<file path="src/rtl/rls_pkg.sv">
package rls_pkg;
  // ----------------------------------------------------------------
  // Sizes
  // ----------------------------------------------------------------
  localparam int NUM_LANES = 12;
  localparam int CAL_LEN = 256;
  localparam int CAL_CHUNK = 16;
  localparam int CAL_WORDS = CAL_LEN / 32;
  localparam int LOCK_COUNT = 64;
  // ----------------------------------------------------------------
  // Control word fields
  // ----------------------------------------------------------------
  localparam int CW_CAL_MSB = 55;
  localparam int CW_CAL_LSB = 40;
  localparam int CW_CAL_START = 56;
  localparam int CW_MU_MSB = 31;
  localparam int CW_MU_LSB = 24;
  localparam int FRAME_HI = 65;
  localparam int FRAME_LO = 64;
  // ----------------------------------------------------------------
  // Register map, byte addresses
  // ----------------------------------------------------------------
  localparam logic [11:0] ADDR_CTRL = 12'h000;
  localparam logic [11:0] ADDR_CMD = 12'h004;
  localparam logic [11:0] ADDR_LOCK = 12'h008;
  localparam logic [11:0] ADDR_SYNC = 12'h00c;
  localparam logic [11:0] ADDR_CRC = 12'h010;
  localparam logic [11:0] ADDR_MU = 12'h014;
  localparam logic [11:0] ADDR_CAL0 = 12'h020;
  localparam logic [11:0] ADDR_CAL7 = 12'h03c;
  localparam logic [11:0] CTRL_RESET = 12'hfff;
  localparam int CMD_CAL_CLEAR = 0;
  localparam int MU_PTR_LSB = 16;
  // Lane word alignment states
  typedef enum logic {LANE_HUNT, LANE_LOCKED} rls_lane_state_t;
endpackage : rls_pkg

</file>
<file path="src/rtl/rls_lane.sv">
`timescale 1ns/1ps
module rls_lane (
  input wire logic clk, // Local bus clock
  input wire logic rst_n, // Async reset, active low
  input wire logic lane_en, // Lane enabled by software
  input wire logic word_valid, // A 67-bit word arrived
  input wire logic [1:0] frame_bits, // Bits 65..64 of that word
  input wire logic mf_ok, // Good sync word seen
  input wire logic mf_err, // Bad sync word seen
  input wire logic scr_ok, // Good scrambler word seen
  input wire logic scr_err, // Bad scrambler word seen
  input wire logic diag_valid, // Diagnostic word arrived
  input wire logic diag_crc_good, // Its CRC32 matched
  output logic word_lock_reg, // Word boundary locked
  output logic synced_reg, // Fully synchronized
  output logic crc_ok_reg, // Latest CRC32 good
  output logic crc_fail_reg // One-clock CRC32 mismatch
);
  rls_pkg::rls_lane_state_t state_reg;
  logic [6:0] good_cnt_reg;
  logic mf_seen_reg;
  logic scr_seen_reg;
  logic pattern_ok;

  // Legal framing is 01 or 10
  assign pattern_ok = frame_bits[0] ^ frame_bits[1];

  // ----------------------------------------------------------------
  // Word boundary hunt
  // ----------------------------------------------------------------
  // Framing patterns only, no other word types looked at
  always_ff @(posedge clk or negedge rst_n)
  begin
    if (!rst_n)
    begin
      state_reg <= rls_pkg::LANE_HUNT;
      good_cnt_reg <= 7'h00;
    end
    else if (!lane_en)
    begin
      state_reg <= rls_pkg::LANE_HUNT;
      good_cnt_reg <= 7'h00;
    end
    else if (word_valid)
    begin
      case (state_reg)
        rls_pkg::LANE_HUNT:
        begin
          if (!pattern_ok)
            good_cnt_reg <= 7'h00;
          else if (good_cnt_reg == 7'(rls_pkg::LOCK_COUNT - 1))
          begin
            state_reg <= rls_pkg::LANE_LOCKED;
            good_cnt_reg <= 7'h00;
          end
          else
            good_cnt_reg <= good_cnt_reg + 7'h01;
        end
        rls_pkg::LANE_LOCKED:
        begin
          if (!pattern_ok)
            state_reg <= rls_pkg::LANE_HUNT;
        end
        default:
          state_reg <= rls_pkg::LANE_HUNT;
      endcase
    end
  end

  // Lock flag registered from the state
  always_ff @(posedge clk or negedge rst_n)
  begin
    if (!rst_n)
      word_lock_reg <= 1'b0;
    else
      word_lock_reg <= lane_en && (state_reg == rls_pkg::LANE_LOCKED);
  end

  // ----------------------------------------------------------------
  // Sync and scrambler word tracking
  // ----------------------------------------------------------------
  always_ff @(posedge clk or negedge rst_n)
  begin
    if (!rst_n)
    begin
      mf_seen_reg <= 1'b0;
      scr_seen_reg <= 1'b0;
    end
    else if (state_reg != rls_pkg::LANE_LOCKED || !lane_en)
    begin
      mf_seen_reg <= 1'b0;
      scr_seen_reg <= 1'b0;
    end
    else
    begin
      if (mf_err)
        mf_seen_reg <= 1'b0;
      else if (mf_ok)
        mf_seen_reg <= 1'b1;
      if (scr_err)
        scr_seen_reg <= 1'b0;
      else if (scr_ok)
        scr_seen_reg <= 1'b1;
    end
  end

  // All three conditions for full sync
  always_ff @(posedge clk or negedge rst_n)
  begin
    if (!rst_n)
      synced_reg <= 1'b0;
    else
      synced_reg <= lane_en && (state_reg == rls_pkg::LANE_LOCKED) && mf_seen_reg && scr_seen_reg;
  end

  // ----------------------------------------------------------------
  // Diagnostic word CRC32
  // ----------------------------------------------------------------
  always_ff @(posedge clk or negedge rst_n)
  begin
    if (!rst_n)
    begin
      crc_ok_reg <= 1'b0;
      crc_fail_reg <= 1'b0;
    end
    else
    begin
      crc_fail_reg <= diag_valid && !diag_crc_good;
      if (diag_valid)
        crc_ok_reg <= diag_crc_good;
    end
  end
endmodule : rls_lane

</file>
<file path="src/rtl/rls_top.sv">
// The APB interface to the registers and the register addresses were decided locally.
`timescale 1ns/1ps
module rls_top (
  input wire logic clk, // Local bus clock, 100 MHz
  input wire logic rst_n, // Async reset, active low
  // Lane receive events
  input wire logic [11:0] lane_word_valid, // Word arrived per lane
  input wire logic [23:0] lane_frame_bits, // Bits 65..64, two per lane
  input wire logic [11:0] lane_mf_ok, // Good sync word per lane
  input wire logic [11:0] lane_mf_err, // Bad sync word per lane
  input wire logic [11:0] lane_scr_ok, // Good scrambler word per lane
  input wire logic [11:0] lane_scr_err, // Bad scrambler word per lane
  input wire logic [11:0] lane_diag_valid, // Diagnostic word per lane
  input wire logic [11:0] lane_diag_crc_good, // Its CRC32 matched
  // Control word stream
  input wire logic ctl_word_valid, // Control word arrived
  input wire logic [63:0] ctl_word, // Control word payload
  input wire logic ctl_crc24_err, // CRC24 mismatch pulse
  input wire logic align_lost, // Lane alignment lost pulse
  // Status outputs
  output logic [11:0] diag_crc_ok_per_lane, // CRC32 valid per lane
  output logic [11:0] diag_crc_fail_pulse, // CRC32 error pulse
  output logic [255:0] rx_calendar_status_vec, // XON/XOFF per entry
  output logic [7:0] rx_mubits, // Multi-use field
  output logic rx_mubits_updated, // Multi-use update strobe
  output logic [11:0] rx_word_lock, // Word boundary lock
  output logic [11:0] rx_synced, // Full lane sync
  // APB slave
  input wire logic psel, // Select
  input wire logic penable, // Access phase
  input wire logic pwrite, // Write
  input wire logic [11:0] paddr, // Byte address
  input wire logic [31:0] pwdata, // Write data
  output logic [31:0] prdata, // Read data
  output logic pready, // Ready
  output logic pslverr // Error on unmapped address
);
  logic [255:0] cal_reg;
  logic [8:0] cal_ptr_reg;
  logic [7:0] mu_reg;
  logic mu_upd_reg;
  logic [11:0] ctrl_reg;
  logic cal_clear_reg;
  logic [31:0] prdata_reg;
  logic pready_reg;
  logic pslverr_reg;
  logic [11:0] lock_w;
  logic [11:0] sync_w;
  logic [11:0] crc_ok_w;
  logic [11:0] crc_fail_w;
  logic cw_good;
  logic cal_kill;
  logic [8:0] cal_base;
  logic [15:0] cal_chunk;
  logic apb_setup;

  // ----------------------------------------------------------------
  // Helpers
  // ----------------------------------------------------------------
  // Known register address
  function automatic logic addr_mapped(input logic [11:0] a);
    logic hit;
    hit = (a == rls_pkg::ADDR_CTRL) || (a == rls_pkg::ADDR_CMD) || (a == rls_pkg::ADDR_LOCK) ||
          (a == rls_pkg::ADDR_SYNC) || (a == rls_pkg::ADDR_CRC) || (a == rls_pkg::ADDR_MU) ||
          ((a >= rls_pkg::ADDR_CAL0) && (a <= rls_pkg::ADDR_CAL7) && (a[1:0] == 2'h0));
    return hit;
  endfunction : addr_mapped

  // Calendar word index of an address
  function automatic logic [2:0] cal_index(input logic [11:0] a);
    logic [11:0] off;
    off = a - rls_pkg::ADDR_CAL0;
    return off[4:2];
  endfunction : cal_index

  assign apb_setup = psel && !penable;
  assign cw_good = ctl_word_valid && !ctl_crc24_err;
  assign cal_kill = ctl_crc24_err || align_lost || cal_clear_reg;
  // Start bit restarts the calendar at entry 0
  assign cal_base = ctl_word[rls_pkg::CW_CAL_START] ? 9'h000 : cal_ptr_reg;
  // Bit 55 is the first entry, so reverse into vector order
  assign cal_chunk = {<<{ctl_word[rls_pkg::CW_CAL_MSB:rls_pkg::CW_CAL_LSB]}};

  // ----------------------------------------------------------------
  // Per-lane status
  // ----------------------------------------------------------------
  for (genvar g = 0; g < rls_pkg::NUM_LANES; g++)
  begin : g_lane
    rls_lane u_lane (
      .clk(clk),
      .rst_n(rst_n),
      .lane_en(ctrl_reg[g]),
      .word_valid(lane_word_valid[g]),
      .frame_bits(lane_frame_bits[2*g+1:2*g]),
      .mf_ok(lane_mf_ok[g]),
      .mf_err(lane_mf_err[g]),
      .scr_ok(lane_scr_ok[g]),
      .scr_err(lane_scr_err[g]),
      .diag_valid(lane_diag_valid[g]),
      .diag_crc_good(lane_diag_crc_good[g]),
      .word_lock_reg(lock_w[g]),
      .synced_reg(sync_w[g]),
      .crc_ok_reg(crc_ok_w[g]),
      .crc_fail_reg(crc_fail_w[g])
    );
  end

  // Lane outputs straight from lane flip-flops
  assign diag_crc_ok_per_lane = crc_ok_w;
  assign diag_crc_fail_pulse = crc_fail_w;
  assign rx_word_lock = lock_w;
  assign rx_synced = sync_w;

  // ----------------------------------------------------------------
  // Flow-control calendar
  // ----------------------------------------------------------------
  // Fill pointer, parks at 256 once full or after a kill
  always_ff @(posedge clk or negedge rst_n)
  begin
    if (!rst_n)
      cal_ptr_reg <= 9'h100;
    else if (cal_kill)
      cal_ptr_reg <= 9'h100;
    else if (cw_good && !cal_base[8])
      cal_ptr_reg <= cal_base + 9'(rls_pkg::CAL_CHUNK);
  end

  // One writer per sixteen-entry chunk, all on the bus clock
  for (genvar c = 0; c < rls_pkg::CAL_LEN / rls_pkg::CAL_CHUNK; c++)
  begin : g_cal
    always_ff @(posedge clk or negedge rst_n)
    begin
      if (!rst_n)
        cal_reg[c*16 +: 16] <= 16'h0000;
      else if (cal_kill)
        cal_reg[c*16 +: 16] <= 16'h0000;
      else if (cw_good && !cal_base[8] && (cal_base[7:4] == 4'(c)))
        cal_reg[c*16 +: 16] <= cal_chunk;
    end
  end

  assign rx_calendar_status_vec = cal_reg;

  // ----------------------------------------------------------------
  // Multi-use field
  // ----------------------------------------------------------------
  always_ff @(posedge clk or negedge rst_n)
  begin
    if (!rst_n)
    begin
      mu_reg <= 8'h00;
      mu_upd_reg <= 1'b0;
    end
    else
    begin
      mu_upd_reg <= cw_good;
      if (cw_good)
        mu_reg <= ctl_word[rls_pkg::CW_MU_MSB:rls_pkg::CW_MU_LSB];
    end
  end

  assign rx_mubits = mu_reg;
  assign rx_mubits_updated = mu_upd_reg;

  // ----------------------------------------------------------------
  // APB writes
  // ----------------------------------------------------------------
  // Lane enable mask
  always_ff @(posedge clk or negedge rst_n)
  begin
    if (!rst_n)
      ctrl_reg <= rls_pkg::CTRL_RESET;
    else if (psel && penable && pready_reg && pwrite && (paddr == rls_pkg::ADDR_CTRL))
      ctrl_reg <= pwdata[11:0];
  end

  // Self-clearing calendar clear command
  always_ff @(posedge clk or negedge rst_n)
  begin
    if (!rst_n)
      cal_clear_reg <= 1'b0;
    else
      cal_clear_reg <= psel && penable && pready_reg && pwrite && (paddr == rls_pkg::ADDR_CMD) &&
                       pwdata[rls_pkg::CMD_CAL_CLEAR];
  end

  // ----------------------------------------------------------------
  // APB reads and handshake
  // ----------------------------------------------------------------
  // Answer prepared in setup, shown in first access cycle
  always_ff @(posedge clk or negedge rst_n)
  begin
    if (!rst_n)
    begin
      pready_reg <= 1'b0;
      pslverr_reg <= 1'b0;
    end
    else
    begin
      pready_reg <= apb_setup;
      pslverr_reg <= apb_setup && !addr_mapped(paddr);
    end
  end

  // Read data mux
  always_ff @(posedge clk or negedge rst_n)
  begin
    if (!rst_n)
      prdata_reg <= 32'h0000_0000;
    else if (apb_setup && !pwrite)
    begin
      prdata_reg <= 32'h0000_0000;
      if (paddr == rls_pkg::ADDR_CTRL)
        prdata_reg <= {20'h00000, ctrl_reg};
      else if (paddr == rls_pkg::ADDR_LOCK)
        prdata_reg <= {20'h00000, lock_w};
      else if (paddr == rls_pkg::ADDR_SYNC)
        prdata_reg <= {20'h00000, sync_w};
      else if (paddr == rls_pkg::ADDR_CRC)
        prdata_reg <= {20'h00000, crc_ok_w};
      else if (paddr == rls_pkg::ADDR_MU)
        prdata_reg <= {7'h00, cal_ptr_reg, 8'h00, mu_reg};
      else if (addr_mapped(paddr) && (paddr >= rls_pkg::ADDR_CAL0))
        prdata_reg <= cal_reg[cal_index(paddr)*32 +: 32];
    end
    else if (apb_setup)
      prdata_reg <= 32'h0000_0000;
  end

  assign prdata = prdata_reg;
  assign pready = pready_reg;
  assign pslverr = pslverr_reg;
endmodule : rls_top

</file>
<file path="config.mk">
export PLATFORM = sky130hd
export DESIGN_NAME = rls_top
export DESIGN_NICKNAME = d
export VERILOG_FILES = /design/src/rtl/rls_pkg.sv /design/src/rtl/rls_lane.sv /design/src/rtl/rls_top.sv
export SDC_FILE = /design/constraint.sdc
export NUM_CORES = 1
export LEC_CHECK = 0
export ABC_AREA = 1
export ABC_CLOCK_PERIOD_IN_PS = 4630
export BUFFER_PORTS_ARGS = -buffer_cell sky130_fd_sc_hd__clkbuf_2
export CAP_MARGIN = 25
export CORE_MARGIN = 4
export CORE_UTILIZATION = 40
export DETAILED_ROUTE_END_ITERATION = 10
export SYNTH_ARGS = -nofsm -noshare
export SYNTH_HDL_FRONTEND = slang
export SYNTH_SLANG_ARGS = --single-unit
</file>
<file path="constraint.sdc">
create_clock -name clk -period 4.63 [get_ports clk]
set_input_delay 0.6945 -clock clk [delete_from_list [all_inputs] [get_ports clk]]
set_output_delay 0.6945 -clock clk [all_outputs]
set_load 0.02 [all_outputs]
</file>
==> results.md, run 1 <==
- The sink count of the clock tree is about 490.
- The library cells used most frequently in the layout, excluding fill and tap cells, are 705 x sky130_fd_sc_hd__nand2_1, 510 x sky130_fd_sc_hd__clkbuf_2, 472 x sky130_fd_sc_hd__dfrtp_1.
- In this design, the stage delay of the slowest critical-path cell is 0.71 ns.
- Of the cells placed in the final design, the portion with a size suffix greater than 1 is 22.6%.
- The transition time at the pin with the least slew margin is around 1.1 ns.
- The worst-skew pair later-pin latency is about 0.63 ns.
- The final critical-path share of the clock period is slightly above 70%.
- The primary flip-flop cell chosen by synthesis mapping is sky130_fd_sc_hd__dfrtp_1.
- Summing all multi-input logic gate instances after layout gives approximately 8400 µm².
- The worst hold path belongs to the class input port to asynchronous set/reset pin.
- The remaining routing DRC violations is 0.
- Setup repair after global routing left no endpoint under its margin.
- The maximum operating frequency is 303 MHz.
- The number of warnings issued by yosys is 0.
- The CTS tree is done.
- The initial core utilization is between 40% and 50%.
- ~570 I/O pins were placed.
- The final layout contains between 3000 and 4000 nets.
- The setup clock skew after layout is about 0.04 ns.
- Together, buffers and inverters on the worst path number 1.
- The number of standard cells after synthesis is 2671.
- The startpoint-to-endpoint class of the critical path is input port to register.
- The register with the most flip-flops in the layout has between 200 and 300 of them.
- The average wire per cell in the routed design is ~21 µm.
- Row generation in the floorplan step produced 86 rows.
- Clock tree synthesis inserted a total of between 50 and 60 buffers.
- The count of cells resized by post-cts repair is 0.
- Compared with the post-synthesis result, the final layout area differs by 20.0%.
- Leaving out fill and tap cells, the most frequent cell in the layout is sky130_fd_sc_hd__nand2_1.
- The vertical extent of the die is roughly 250 µm.
- Broken down by cell family, the worst path's largest delay share belongs to simple AND/OR/NAND/NOR gates.
- Among all stages on the critical path, the largest delay is contributed by sky130_fd_sc_hd__a21oi_4.
- The setup slack after layout is between 1 and 1.5 ns.
- The most numerous cell type found on the critical path is sky130_fd_sc_hd__nand2_1.
- In this run, synthesis produced a sequential element count of 485.
- Counting distinct cell types in the post-synthesis netlist gives 56.
- The total power draw is just over 10 mW.
- The fraction of synthesis flops using an asynchronous set or reset pin is between 90% and 100%.
- The overall via count from detail_route is 20200.
- The H-tree depth is 2.
- The number of max-slew violations in the final report was 0.
- The pin count of the biggest net entering global routing is between 100 and 150.
- The count of input and output buffers is about 510.
- The total of fill cells in the finished design is 5351.
- The worst register-to-register path has a setup slack of approximately 1.9 ns.
- The number of diodes is 0.
- For this run the aggregate overflow at the end of global routing stands at 0.
- The worst setup path is launched from an input port.
- The run finished with clean final reports.
- IR analysis of the VDD net gives a maximum drop of 0.288 mV.
- The root buffer cell is sky130_fd_sc_hd__clkbuf_16.
- The post-route minimum period is between 3 and 4 ns.
- For this design, the CTS-stage hold fixing added 0 buffers.
- The data required time at the worst endpoint is between 5 and 6 ns.
- The width of the die is approximately 250 µm.
- The routed wire length is between 80000 and 90000 µm.
- In this run the cell area of the synthesized design comes to 22600 µm².
- The maximum fanout encountered on the critical timing path is 24.
- The combined global-route utilization of all metal layers is a little over a quarter.
- The number of global-route vias before repair is 19300.
- Routability-driven placement finished with a final weighted congestion of between 0.8 and 0.9.
- The count of TritonRoute iterations in the first routing pass is 6.
- STA classifies the critical path endpoint as a register.
- The detail-routed via count per cell is just over 5.
- The area used by sequential logic in the layout is approximately 12000 µm².
- Setup violations remaining at the end of the flow were counted as 0.
- The first routing iteration left about 1700 violations.
- The register area share after synthesis is 53.9%.
- Headroom to the max-slew limit came out at a little over a quarter.
- The placeable core area is about 56000 µm².
- The number of buffers added for setup after CTS is 0.
- The static leakage power is roughly 14 nW.
- Across the run, the number of max-cap violations was 0.
- The die covers 60300 µm².
- The power density normalized to cell area is between 300 and 400 nW/µm².
- Data arrives at the worst endpoint at about 3.8 ns.
- The number of antenna violations at the first check in global routing is 1.
- The clock edge transition at the registers on the reported setup and hold paths is roughly 0.06 ns.
- The worst slack at placement is 0.846 ns.
- The average instance area after synthesis is around 8.4 µm².
- The number of hold violations in the final report is 0.
- The detailed placement HPWL is approximately 60000 µm.
- The global-route wire length before repair is 123000 µm.
- The count of nets left with antenna violations once routing finished came out at 0.
- The number of enable flip-flop cells after synthesis is 0.
- The clock passes through at most 3 buffers.
- When the netlist entered floorplanning its net count stood at about 2900.
- Walking the worst path, the cells encountered are clkbuf_2 > nor2_1 > nand2_1 > nor2_4 > nand2_2 > a21oi_4 > and2b_1 > nand3_1 > nand2_1.
- The post-route setup TNS is 0 ns.
routing by layer:
metal	part of all wire (%)	GRT usage [%]	wire (µm)	vias to the layer above
met1	43	37.0	35300	9809
li1	-	-	-	9413
met4	3.6	8.84	2990	2
met2	44	41.3	36700	842
met3	9.2	6.89	7630	149
met5	0.016	0	13	-
power breakdown:
| group | internal, mW | switching, mW | total (mW) |
|---|---|---|---|
| logic | 0.364 | 0.895 | 1.26 |
| clock network | 2.52 | 1.84 | 4.37 |
| registers | 4.44 | 0.178 | 4.62 |
stage by stage:
stage / area, µm² / hold WS (ns) / instances / util (%)
3_3_place_gp: 25300 / 0.467 / 3789 / 45.5
2_1_floorplan: 22600 / 0.399 / 2671 / -
6_report: 27100 / 0.161 / 3891 / 48.8
3_5_place_dp: 25300 / 0.468 / 3789 / 45.5
4_1_cts: 27100 / 0.155 / 3891 / 48.8
5_1_grt: 27100 / 0.180 / 3891 / 48.8
synth_stat cells (all sizes together), types with 13 or more instances:
cell | count | share of area, %
nand2 | 718 | 12
buf | 123 | 3.7
nor3 | 32 | 0.76
or2 | 15 | 0.42
clkbuf | 36 | 0.62
xor2 | 18 | 0.70
nor2 | 302 | 5.4
a21oi | 73 | 1.7
o22ai | 64 | 1.8
ha | 16 | 0.89
dfrtp | 472 | 52
dfstp | 13 | 1.5
nand3 | 43 | 0.98
inv | 271 | 4.5
o21ai | 362 | 8.4
worst register-to-register path: stages, from the launching register on:
cell and delay (ns):
sky130_fd_sc_hd__dfrtp_1 0.39, sky130_fd_sc_hd__nor3_4 0.64, sky130_fd_sc_hd__inv_2 0.42, sky130_fd_sc_hd__a31oi_4 0.91, sky130_fd_sc_hd__o21ai_0 0.19
area by class of cell:
type	instances	area share [%]
inverters	273	3.81
repair buffers	529	10.1
well taps	748	3.46
multi-input cells	1754	31.0
clock inverters	15	0.675
clock buffers	87	6.01
flip-flops and latches	485	44.9
path summary, 6_finish.rpt:
check | start | end | depth (start not counted)
max | paddr[11] | prdata[18] | 9
min | rst_n | prdata[23] | 1
max reg2reg | cal_clear_reg | rx_calendar_status_vec[192] | 4
min reg2reg | prdata[12] | prdata[12] | 2
max in group asynchronous | rst_n | rx_calendar_status_vec[3] | 2
min in group clk | lane_mf_err[1] | g_lane[1].u_lane.mf_seen_reg | 2
cells by family after synthesis:
logic type                 count (synthesis)  share of synthesized area, %
and+or+nand+nor                         1141                          20.7
DFF                                      485                          53.9
buffers and inverters                    432                          8.90
AOI/OAI and AO/OA                        566                          14.5
muxes                                      1                        0.0499
xor gates and xnor gates                  30                          1.16
adders and majority gates                 16                         0.887
(Power assumes the default switching activity.)
==> run 2, diff against run 1 <==
- ABC_AREA: 1 -> 0
- ABC_CLOCK_PERIOD_IN_PS: 4630 -> 3100
- clock period: 4.63 -> 3.1 ns (I/O delays scaled with it)
==> run 2 against run 1 <==
Compared with the run above:
- clock power up 55%
- non-clock buffer count up 70
- hold slack worse by 0.13 ns
- via count down 5.6%
- largest cell class unchanged
- register-to-register slack worse by 0.98 ns
- synthesized area up 3.4%
==> results.md, run 2 <==
- The total placed cells including tap cells was 3357 (-11%).
- The post-route minimum period is ~2.2 ns.
- Of all cell types, the one taking the most synthesized area is sky130_fd_sc_hd__dfrtp_1.
- The combined global-route utilization of all metal layers is 24.1% (-2.6 points).
- The number of warnings issued by yosys is 0 (unchanged).
- The initial core utilization is 40.5% (-0.19 points).
- The vertical extent of the die was 250 µm (+1.6%).
- The detail-routed via count per cell is 5.47 (+5.2%).
- The number of flip-flops under the largest register name is 256 (unchanged).
- The number of buffers added for setup after CTS was 0 (unchanged).
- The number of enable flip-flop cells after synthesis is 0 (unchanged).
- The average instance area after synthesis was 10.6 µm² (+25%).
- The pin count of the biggest net entering global routing is 85 (-25%).
- The routability congestion estimate from global placement is 0.876 (-2.5%).
- The count of nets after finishing is 2918 (-13%).
- The number of buffers created by CTS is 55 (+1.9%).
- The element type at the critical path end is a register.
- The smallest hold slack is 0.0321 ns (-0.129 ns).
- The number of cell rows is 88 (+2.3%).
- The remaining max-slew budget at the tightest pin is 36.9% (+9.6 points).
- The global-route wire length before repair was 118000 µm (-3.7%).
- The overall via count from detail_route is 19100 (-5.6%).
- The combined buffer and inverter count along the critical path came to 2 (+1).
- The worst-skew pair later-pin latency was 0.63 ns (about the same).
- The post-route setup TNS is 0 ns (unchanged).
- The clock tree buffer depth is 3 (unchanged).
- The launching element type of the critical path is a register.
- The power density normalized to cell area is 489 nW/µm² (+29%).
- The area of the multi-input gates is 10100 µm² (+20%).
- The average wire per cell in the routed design is 22.2 µm (+4.7%).
- The number of max-slew violations in the final report is 0 (unchanged).
- The area of the mapped netlist is 23300 µm² (+3.4%).
- The area fraction of the dominant cell type after synthesis is 50.6% (-1.7 points).
- The data required time at the worst endpoint came to 3.59 ns (-1.57 ns).
- The highest-delay cell along the critical path is sky130_fd_sc_hd__nor4b_4.
- The starting DRC count in detailed routing is 1342 (-21%).
- The area of placed instances was 26600 µm² (+5.2%).
- The detailed placement HPWL was 55800 µm (-7.0%).
- The layout cell share with drive strength beyond 1 was 29.0% (+6.4 points).
- The reported max-cap violation count was 0 (unchanged).
- The count of TritonRoute iterations in the first routing pass is 6 (unchanged).
- The startpoint-to-endpoint class of the critical path is register to register.
- The data arrival at the endpoint of the critical path is 2.66 ns (-1.18 ns).
- The die area came to 62300 µm² (+3.3%).
- The worst path uses a little over two thirds of the clock period.
- The number of diodes is 0 (unchanged).
- Setup repair after global routing left no endpoint under its margin.
- The flow ran to the end, and the final reports show no timing, DRC or antenna violations.
- The number of standard cells after synthesis is 2211 (-17%).
- The flip-flop and latch count after synthesis is 485 (unchanged).
- The H-tree depth was 2 (unchanged).
- The routed wire length is 77600 µm (-6.1%).
- The worst vdd rail ir drop is 0.447 mV (+55%).
- The library cell used most frequently in the layout, excluding fill and tap cells, is sky130_fd_sc_hd__clkbuf_2.
- In the post-synthesis netlist, the cell with the most instances is sky130_fd_sc_hd__dfrtp_1.
- The count of input and output buffers is 511 (unchanged).
- The total power draw is 14.1 mW (+37%).
- The largest delay contributor family on the critical path is simple AND/OR/NAND/NOR gates.
- The primary flip-flop cell chosen by synthesis mapping is sky130_fd_sc_hd__dfrtp_1.
- The static leakage power is 13.8 nW (-3.3%).
- The number of hold violations in the final report came to 0 (unchanged).
- The post-synthesis net count is 2451 (-16%).
- The most repeated library cell on the critical path is sky130_fd_sc_hd__buf_4.
- The transition time at the pin with the least slew margin was 0.935 ns (-0.153 ns).
- Ranked by total cell area, the synthesized netlist is headed by sky130_fd_sc_hd__dfrtp_1 51%, sky130_fd_sc_hd__mux2i_1 7.8%, sky130_fd_sc_hd__mux4_2 6.2%, sky130_fd_sc_hd__nand2_1 5.2%, sky130_fd_sc_hd__nor2_1 3.9%.
- In the layout the commonest cells are 507 x sky130_fd_sc_hd__clkbuf_2, 472 x sky130_fd_sc_hd__dfrtp_1, 323 x sky130_fd_sc_hd__nand2_1.
- The register area share after synthesis was 52.1% (-1.8 points).
- The final setup violation count came to 0 (unchanged).
- Traced cell by cell, the critical path runs through nor4b_4 > buf_4 > and4b_1 > buf_4 > mux2i_1 > nor2_1.
- Relative to the synthesized area, the layout overhead comes to 23.2%.
- The maximum single-stage delay on the critical path came to 0.45 ns (-0.26 ns).
- The CTS tree is done.
- The fraction of synthesis flops using an asynchronous set or reset pin was 100% (unchanged).
- The maximum operating frequency is approximately 460 MHz.
- The remaining number of nets flagged by the antenna check after routing is 0 (unchanged).
- The post-route cell area came to 28800 µm² (+6.2%).
- The clock edge transition at the registers on the reported setup and hold paths is 0.06 ns (about the same).
- The sink count of the clock tree is 485 (unchanged).
- The tree is rooted in a sky130_fd_sc_hd__clkbuf_16.
- The number of I/O pins is 571 (unchanged).
- The total congestion overflow is 0 (unchanged).
- The number of antenna violations at the first check in global routing was 2 (+1).
- The type of the most critical hold path is input port to register.
- The area used by sequential logic in the layout is 12200 µm² (unchanged).
- The number of distinct standard cells referenced by the synthesized netlist is 65 (+16%).
- The width of the die was 250 µm (+1.6%).
- The remaining routing DRC violations is 0 (unchanged).
- The total of fill cells in the finished design was 5261 (-1.7%).
- The number of global-route vias before repair came to 19200 (-0.63%).
- The setup clock skew after layout is 0.0374 ns (-0.00200 ns).
- The maximum fanout encountered on the critical timing path came to 16 (-33%).
- The placeable core area was 57700 µm² (+3.9%).
- The final non-filler cell total came to 3489 (-10%).
- After synthesis, the most frequently instantiated cells are 472 x sky130_fd_sc_hd__dfrtp_1, 323 x sky130_fd_sc_hd__nand2_1, 245 x sky130_fd_sc_hd__nor2_1, 182 x sky130_fd_sc_hd__mux2i_1, 136 x sky130_fd_sc_hd__a21oi_1.
-- run 2: repair_timing --
item,4_1_cts,5_1_grt
resized for setup,0,0
endpoints found under the setup margin,0,0
hold buffers,28,0
endpoints found under the hold margin,91,0
-- run 2: kinds of logic after synthesis --
group	Yosys count	share of synthesized area, %
muxes	293	16.2
AOI/OAI and AO/OA	356	9.42
DFF	485	52.1
buffers and inverters	230	4.94
and+or+nand+nor	811	15.7
xor gates and xnor gates	20	0.751
adders and majority gates	16	0.858
-- run 2: area by class of cell --
class                   count  area share, %
flip-flops and latches    485           42.3
multi-input cells        1496           35.0
repair buffers            599           12.3
clock buffers              84           5.44
well taps                 765           3.33
clock inverters            19           1.11
inverters                  41          0.535
-- run 2: worst register-to-register path: cells and delay by family (launching register included) --
kind	cells	cell delay, ns
buffers and inverters	2	0.61
AND/OR/NAND/NOR	3	0.71
multiplexers	1	0.30
flip-flops	1	0.43
-- run 2: report_power, final --
group	switching [mW]	internal, mW	leakage, nW
clock network	2.69	4.07	0.918
registers	0.0314	6.38	6.67
logic	0.587	0.292	6.17
-- run 2: metrics by stage --
stage          setup slack [ns]  utilization (%)
6_report                  0.930             49.8
3_5_place_dp              0.553             46.1
5_1_grt                   0.649             49.8
3_3_place_gp              0.561             46.1
4_1_cts                   0.927             49.8
2_1_floorplan             0.918                -
-- run 2: per-layer routing --
metal / vias to the layer above / GRT usage (%) / share of wire [%]
li1: 8622 / - / -
met1: 9576 / 32.5 / 42
met2: 740 / 38.8 / 47
met3: 136 / 6.01 / 8.2
met4: 0 / 7.28 / 3.2
met5: - / 0 / 0
-- run 2: final timing paths --
path / to / slack [ns] / cells past startpoint / from
max in group asynchronous: ctrl_reg[9] / 1.67 / 4 / rst_n
worst min register to register: g_lane[10].u_lane.good_cnt_reg[6] / 0.48 / 1 / g_lane[10].u_lane.good_cnt_reg[6]
worst min-delay path: g_lane[10].u_lane.crc_fail_reg / 0.03 / 2 / lane_diag_crc_good[10]
worst max-delay path: rx_calendar_status_vec[179] / 0.93 / 6 / cal_ptr_reg[8]
worst max register to register: rx_calendar_status_vec[179] / 0.93 / 6 / cal_ptr_reg[8]
min in group asynchronous: prdata[17] / 0.46 / 2 / rst_n
==> run 3, diff against run 2 <==
- ABC_AREA: 0 -> 1
- ABC_CLOCK_PERIOD_IN_PS: 3100 -> 2100
- clock period: 3.1 -> 2.1 ns (I/O delays scaled with it)
==> run 3 against run 2 <==
Compared with the run above:
- design area increased by 2.4%
- fmax increased by 13%
- die area decreased by 3.2%
- clock-buffer cell count down 4
- first-iteration DRC count increased by 35%
- highest routed layer unchanged
- sequential share of layout area down 1.0 points
- non-clock buffer count rose by 149
- routed wire length grew 9.3%
- clock skew up 0.0032 ns
- sequential power rose by 59%
- critical path depth increased by 4
- critical path type unchanged
- largest cell class unchanged
- hold slack better by 0.0014 ns
==> results.md, run 3 (synthesis gave the netlist of run 1 again) <==
- The top cell types in the final layout, fill and taps aside, are 705 x sky130_fd_sc_hd__nand2_1, 510 x sky130_fd_sc_hd__clkbuf_2, 472 x sky130_fd_sc_hd__dfrtp_1.
- The relative contribution of the clock network to total power is 42.4% (-5.7 points).
- The number of buffers added for setup after CTS was 0 (unchanged).
- The final standard cell utilization of the core is 53.1% (+3.2 points).
- The CTS tree is done.
- The setup clock skew after layout is 0.0407 ns (+0.00322 ns).
- The routed wire length was 84800 µm (+9.3%).
- The average wire per cell in the routed design is 20.6 µm (-7.2%).
- The remaining routing DRC violations came to 0 (unchanged).
- The clock edge transition at the registers on the reported setup and hold paths is 0.06 ns (about the same).
- The smallest hold slack came to 0.0335 ns (+0.00137 ns).
- The post-route cell area was 29500 µm² (+2.4%).
- The remaining max-slew budget at the tightest pin came to 64.9% (+28 points).
- The count of nets after finishing came to 3556 (+22%).
- The reported max-cap violation count was 0 (unchanged).
- The sink count of the clock tree is 485 (unchanged).
- The element type at the critical path end is a register.
- The count of cells resized by post-cts repair is 0 (unchanged).
- The final critical-path share of the clock period is 91.8% (+22 points).
- The initial core utilization came to 40.6% (+0.19 points).
- The post-route minimum period is 1.93 ns (-0.241 ns).
- The power density normalized to cell area is 785 nW/µm² (+61%).
- The vertical extent of the die is 246 µm (-1.6%).
- The static leakage power is 15.5 nW (+12%).
- The remaining number of nets flagged by the antenna check after routing was 0 (unchanged).
- The number of max-slew violations in the final report is 0 (unchanged).
- The combinational share of power was 13.5% (+7.2 points).
- The maximum operating frequency is 519 MHz (+13%).
- The internal power summed over all cells is 16.6 mW (+55%).
- The root buffer cell is sky130_fd_sc_hd__clkbuf_16.
- The net switching share of the total power is 28.1% (+4.5 points).
- The pin count of the biggest net entering global routing is 81 (-4.7%).
- The combined global-route utilization of all metal layers is 27.3% (+3.2 points).
- The number of global-route vias before repair is 20200 (+5.6%).
- The final setup violation count is 0 (unchanged).
- The area of placed instances came to 26400 µm² (-0.56%).
- The maximum fanout encountered on the critical timing path is 14 (-2).
- The routability congestion estimate from global placement was 0.887 (+1.3%).
- The number of antenna violations at the first check in global routing is 2 (unchanged).
- The startpoint-to-endpoint class of the critical path is register to register.
- The number of buffers inserted by hold repair at cts came to 118 (+320%).
- The switching power total is 6.49 mW (+96%).
- The flow ran to the end, and the final reports show no timing, DRC or antenna violations.
- The data required time at the worst endpoint was 2.57 ns (-1.02 ns).
- The count of input and output buffers is 511 (unchanged).
- The width of the die was 246 µm (-1.6%).
- The worst vdd rail ir drop is 0.664 mV (+49%).
- The number of buffers created by CTS is 54 (-1.8%).
- The number of hold violations in the final report was 0 (unchanged).
- The launching element type of the critical path is a register.
- The detailed placement HPWL is 62500 µm (+12%).
- The number of flip-flops under the largest register name was 256 (unchanged).
- The placeable core area is 55500 µm² (-3.8%).
- The overall via count from detail_route is 21200 (+11%).
- The clock tree buffer depth is 3 (unchanged).
- The global-route wire length before repair was 127000 µm (+7.4%).
- The layout cell share with drive strength beyond 1 is 24.3% (-4.7 points).
- The data arrival at the endpoint of the critical path came to 2.39 ns (-0.27 ns).
- The number of I/O pins is 571 (unchanged).
- The most common cell after layout, fill and taps aside is sky130_fd_sc_hd__nand2_1.
- The type of the most critical hold path is input port to register.
- The count of TritonRoute iterations in the first routing pass is 8 (+2).
- The total congestion overflow was 0 (unchanged).
- The worst-skew pair later-pin latency is 0.62 ns (about the same).
- The starting DRC count in detailed routing is 1811 (+35%).
- The area added between synthesis and finish is 30.5%.
- The total power draw came to 23.1 mW (+64%).
- The H-tree depth is 2 (unchanged).
- The transition time at the pin with the least slew margin was 0.525 ns (-0.411 ns).
- The part of the total power dissipated in sequential elements is 44.1% (-1.5 points).
- Setup repair after global routing left no endpoint under its margin.
- The number of cell rows came to 86 (-2.3%).
- The die area came to 60300 µm² (-3.2%).
- The detail-routed via count per cell is 5.15 (-5.9%).
==> run 3: cell type report <==
cell class	instances	area, µm²
fillers	5134	26100
flip-flops and latches	485	12200
multi-input cells	1754	8400
repair buffers	748	5080
clock buffers	80	1590
inverters	273	1030
well taps	748	936
clock inverters	22	258
diodes	2	5.00
==> run 3: per-stage QoR <==
step / setup WS [ns] / TNS [ns] / instances
4_1_cts: 0.166 / 0 / 4110
3_3_place_gp: 0.0104 / 0 / 3890
6_report: 0.172 / 0 / 4112
5_1_grt: 0.0402 / 0 / 4112
2_1_floorplan: 0.464 / 0 / 2671
3_5_place_dp: -0.0325 / -0.137 / 3890
==> run 3: worst max-delay path, cell delays in order, from the launching register on <==
cell and delay [ns]:
sky130_fd_sc_hd__dfrtp_1 0.38, sky130_fd_sc_hd__inv_1 0.14, sky130_fd_sc_hd__nor2_1 0.10, sky130_fd_sc_hd__inv_1 0.09, sky130_fd_sc_hd__ha_1 0.23, sky130_fd_sc_hd__nand2_2 0.12
sky130_fd_sc_hd__o21ai_4 0.27, sky130_fd_sc_hd__inv_2 0.07, sky130_fd_sc_hd__buf_4 0.21, sky130_fd_sc_hd__nand2_1 0.09, sky130_fd_sc_hd__o21ai_2 0.05
==> run 3: layer usage <==
layer	track usage, %	wire length, µm
met3	7.21	8120
met5	0	0
met2	42.7	38100
met4	8.69	2940
met1	37.4	35700
==> run 3: power by group through the flow <==
stage                     Sequential, mW  Clock, mW  Combinational, mW
final                               10.2       9.80               3.12
after global routing                10.2       10.4               3.40
after CTS                           10.2       9.99               3.11
after detailed placement            10.3          0               2.96
after global placement              10.3          0               2.92
after floorplan                     10.6          0               1.25
==> run 3: path summary, 6_finish.rpt <==
path	endpoint	startpoint	cells after the start	slack (ns)
worst min-delay path	g_lane[10].u_lane.state_reg	lane_word_valid[10]	4	0.03
worst max register to register	rx_calendar_status_vec[6]	cal_ptr_reg[5]	10	0.17
min in group asynchronous	prdata[12]	rst_n	2	0.20
max in group asynchronous	rx_calendar_status_vec[126]	rst_n	3	1.03
worst max-delay path	rx_calendar_status_vec[6]	cal_ptr_reg[5]	10	0.17
worst min register to register	prdata[22]	prdata[22]	2	0.48
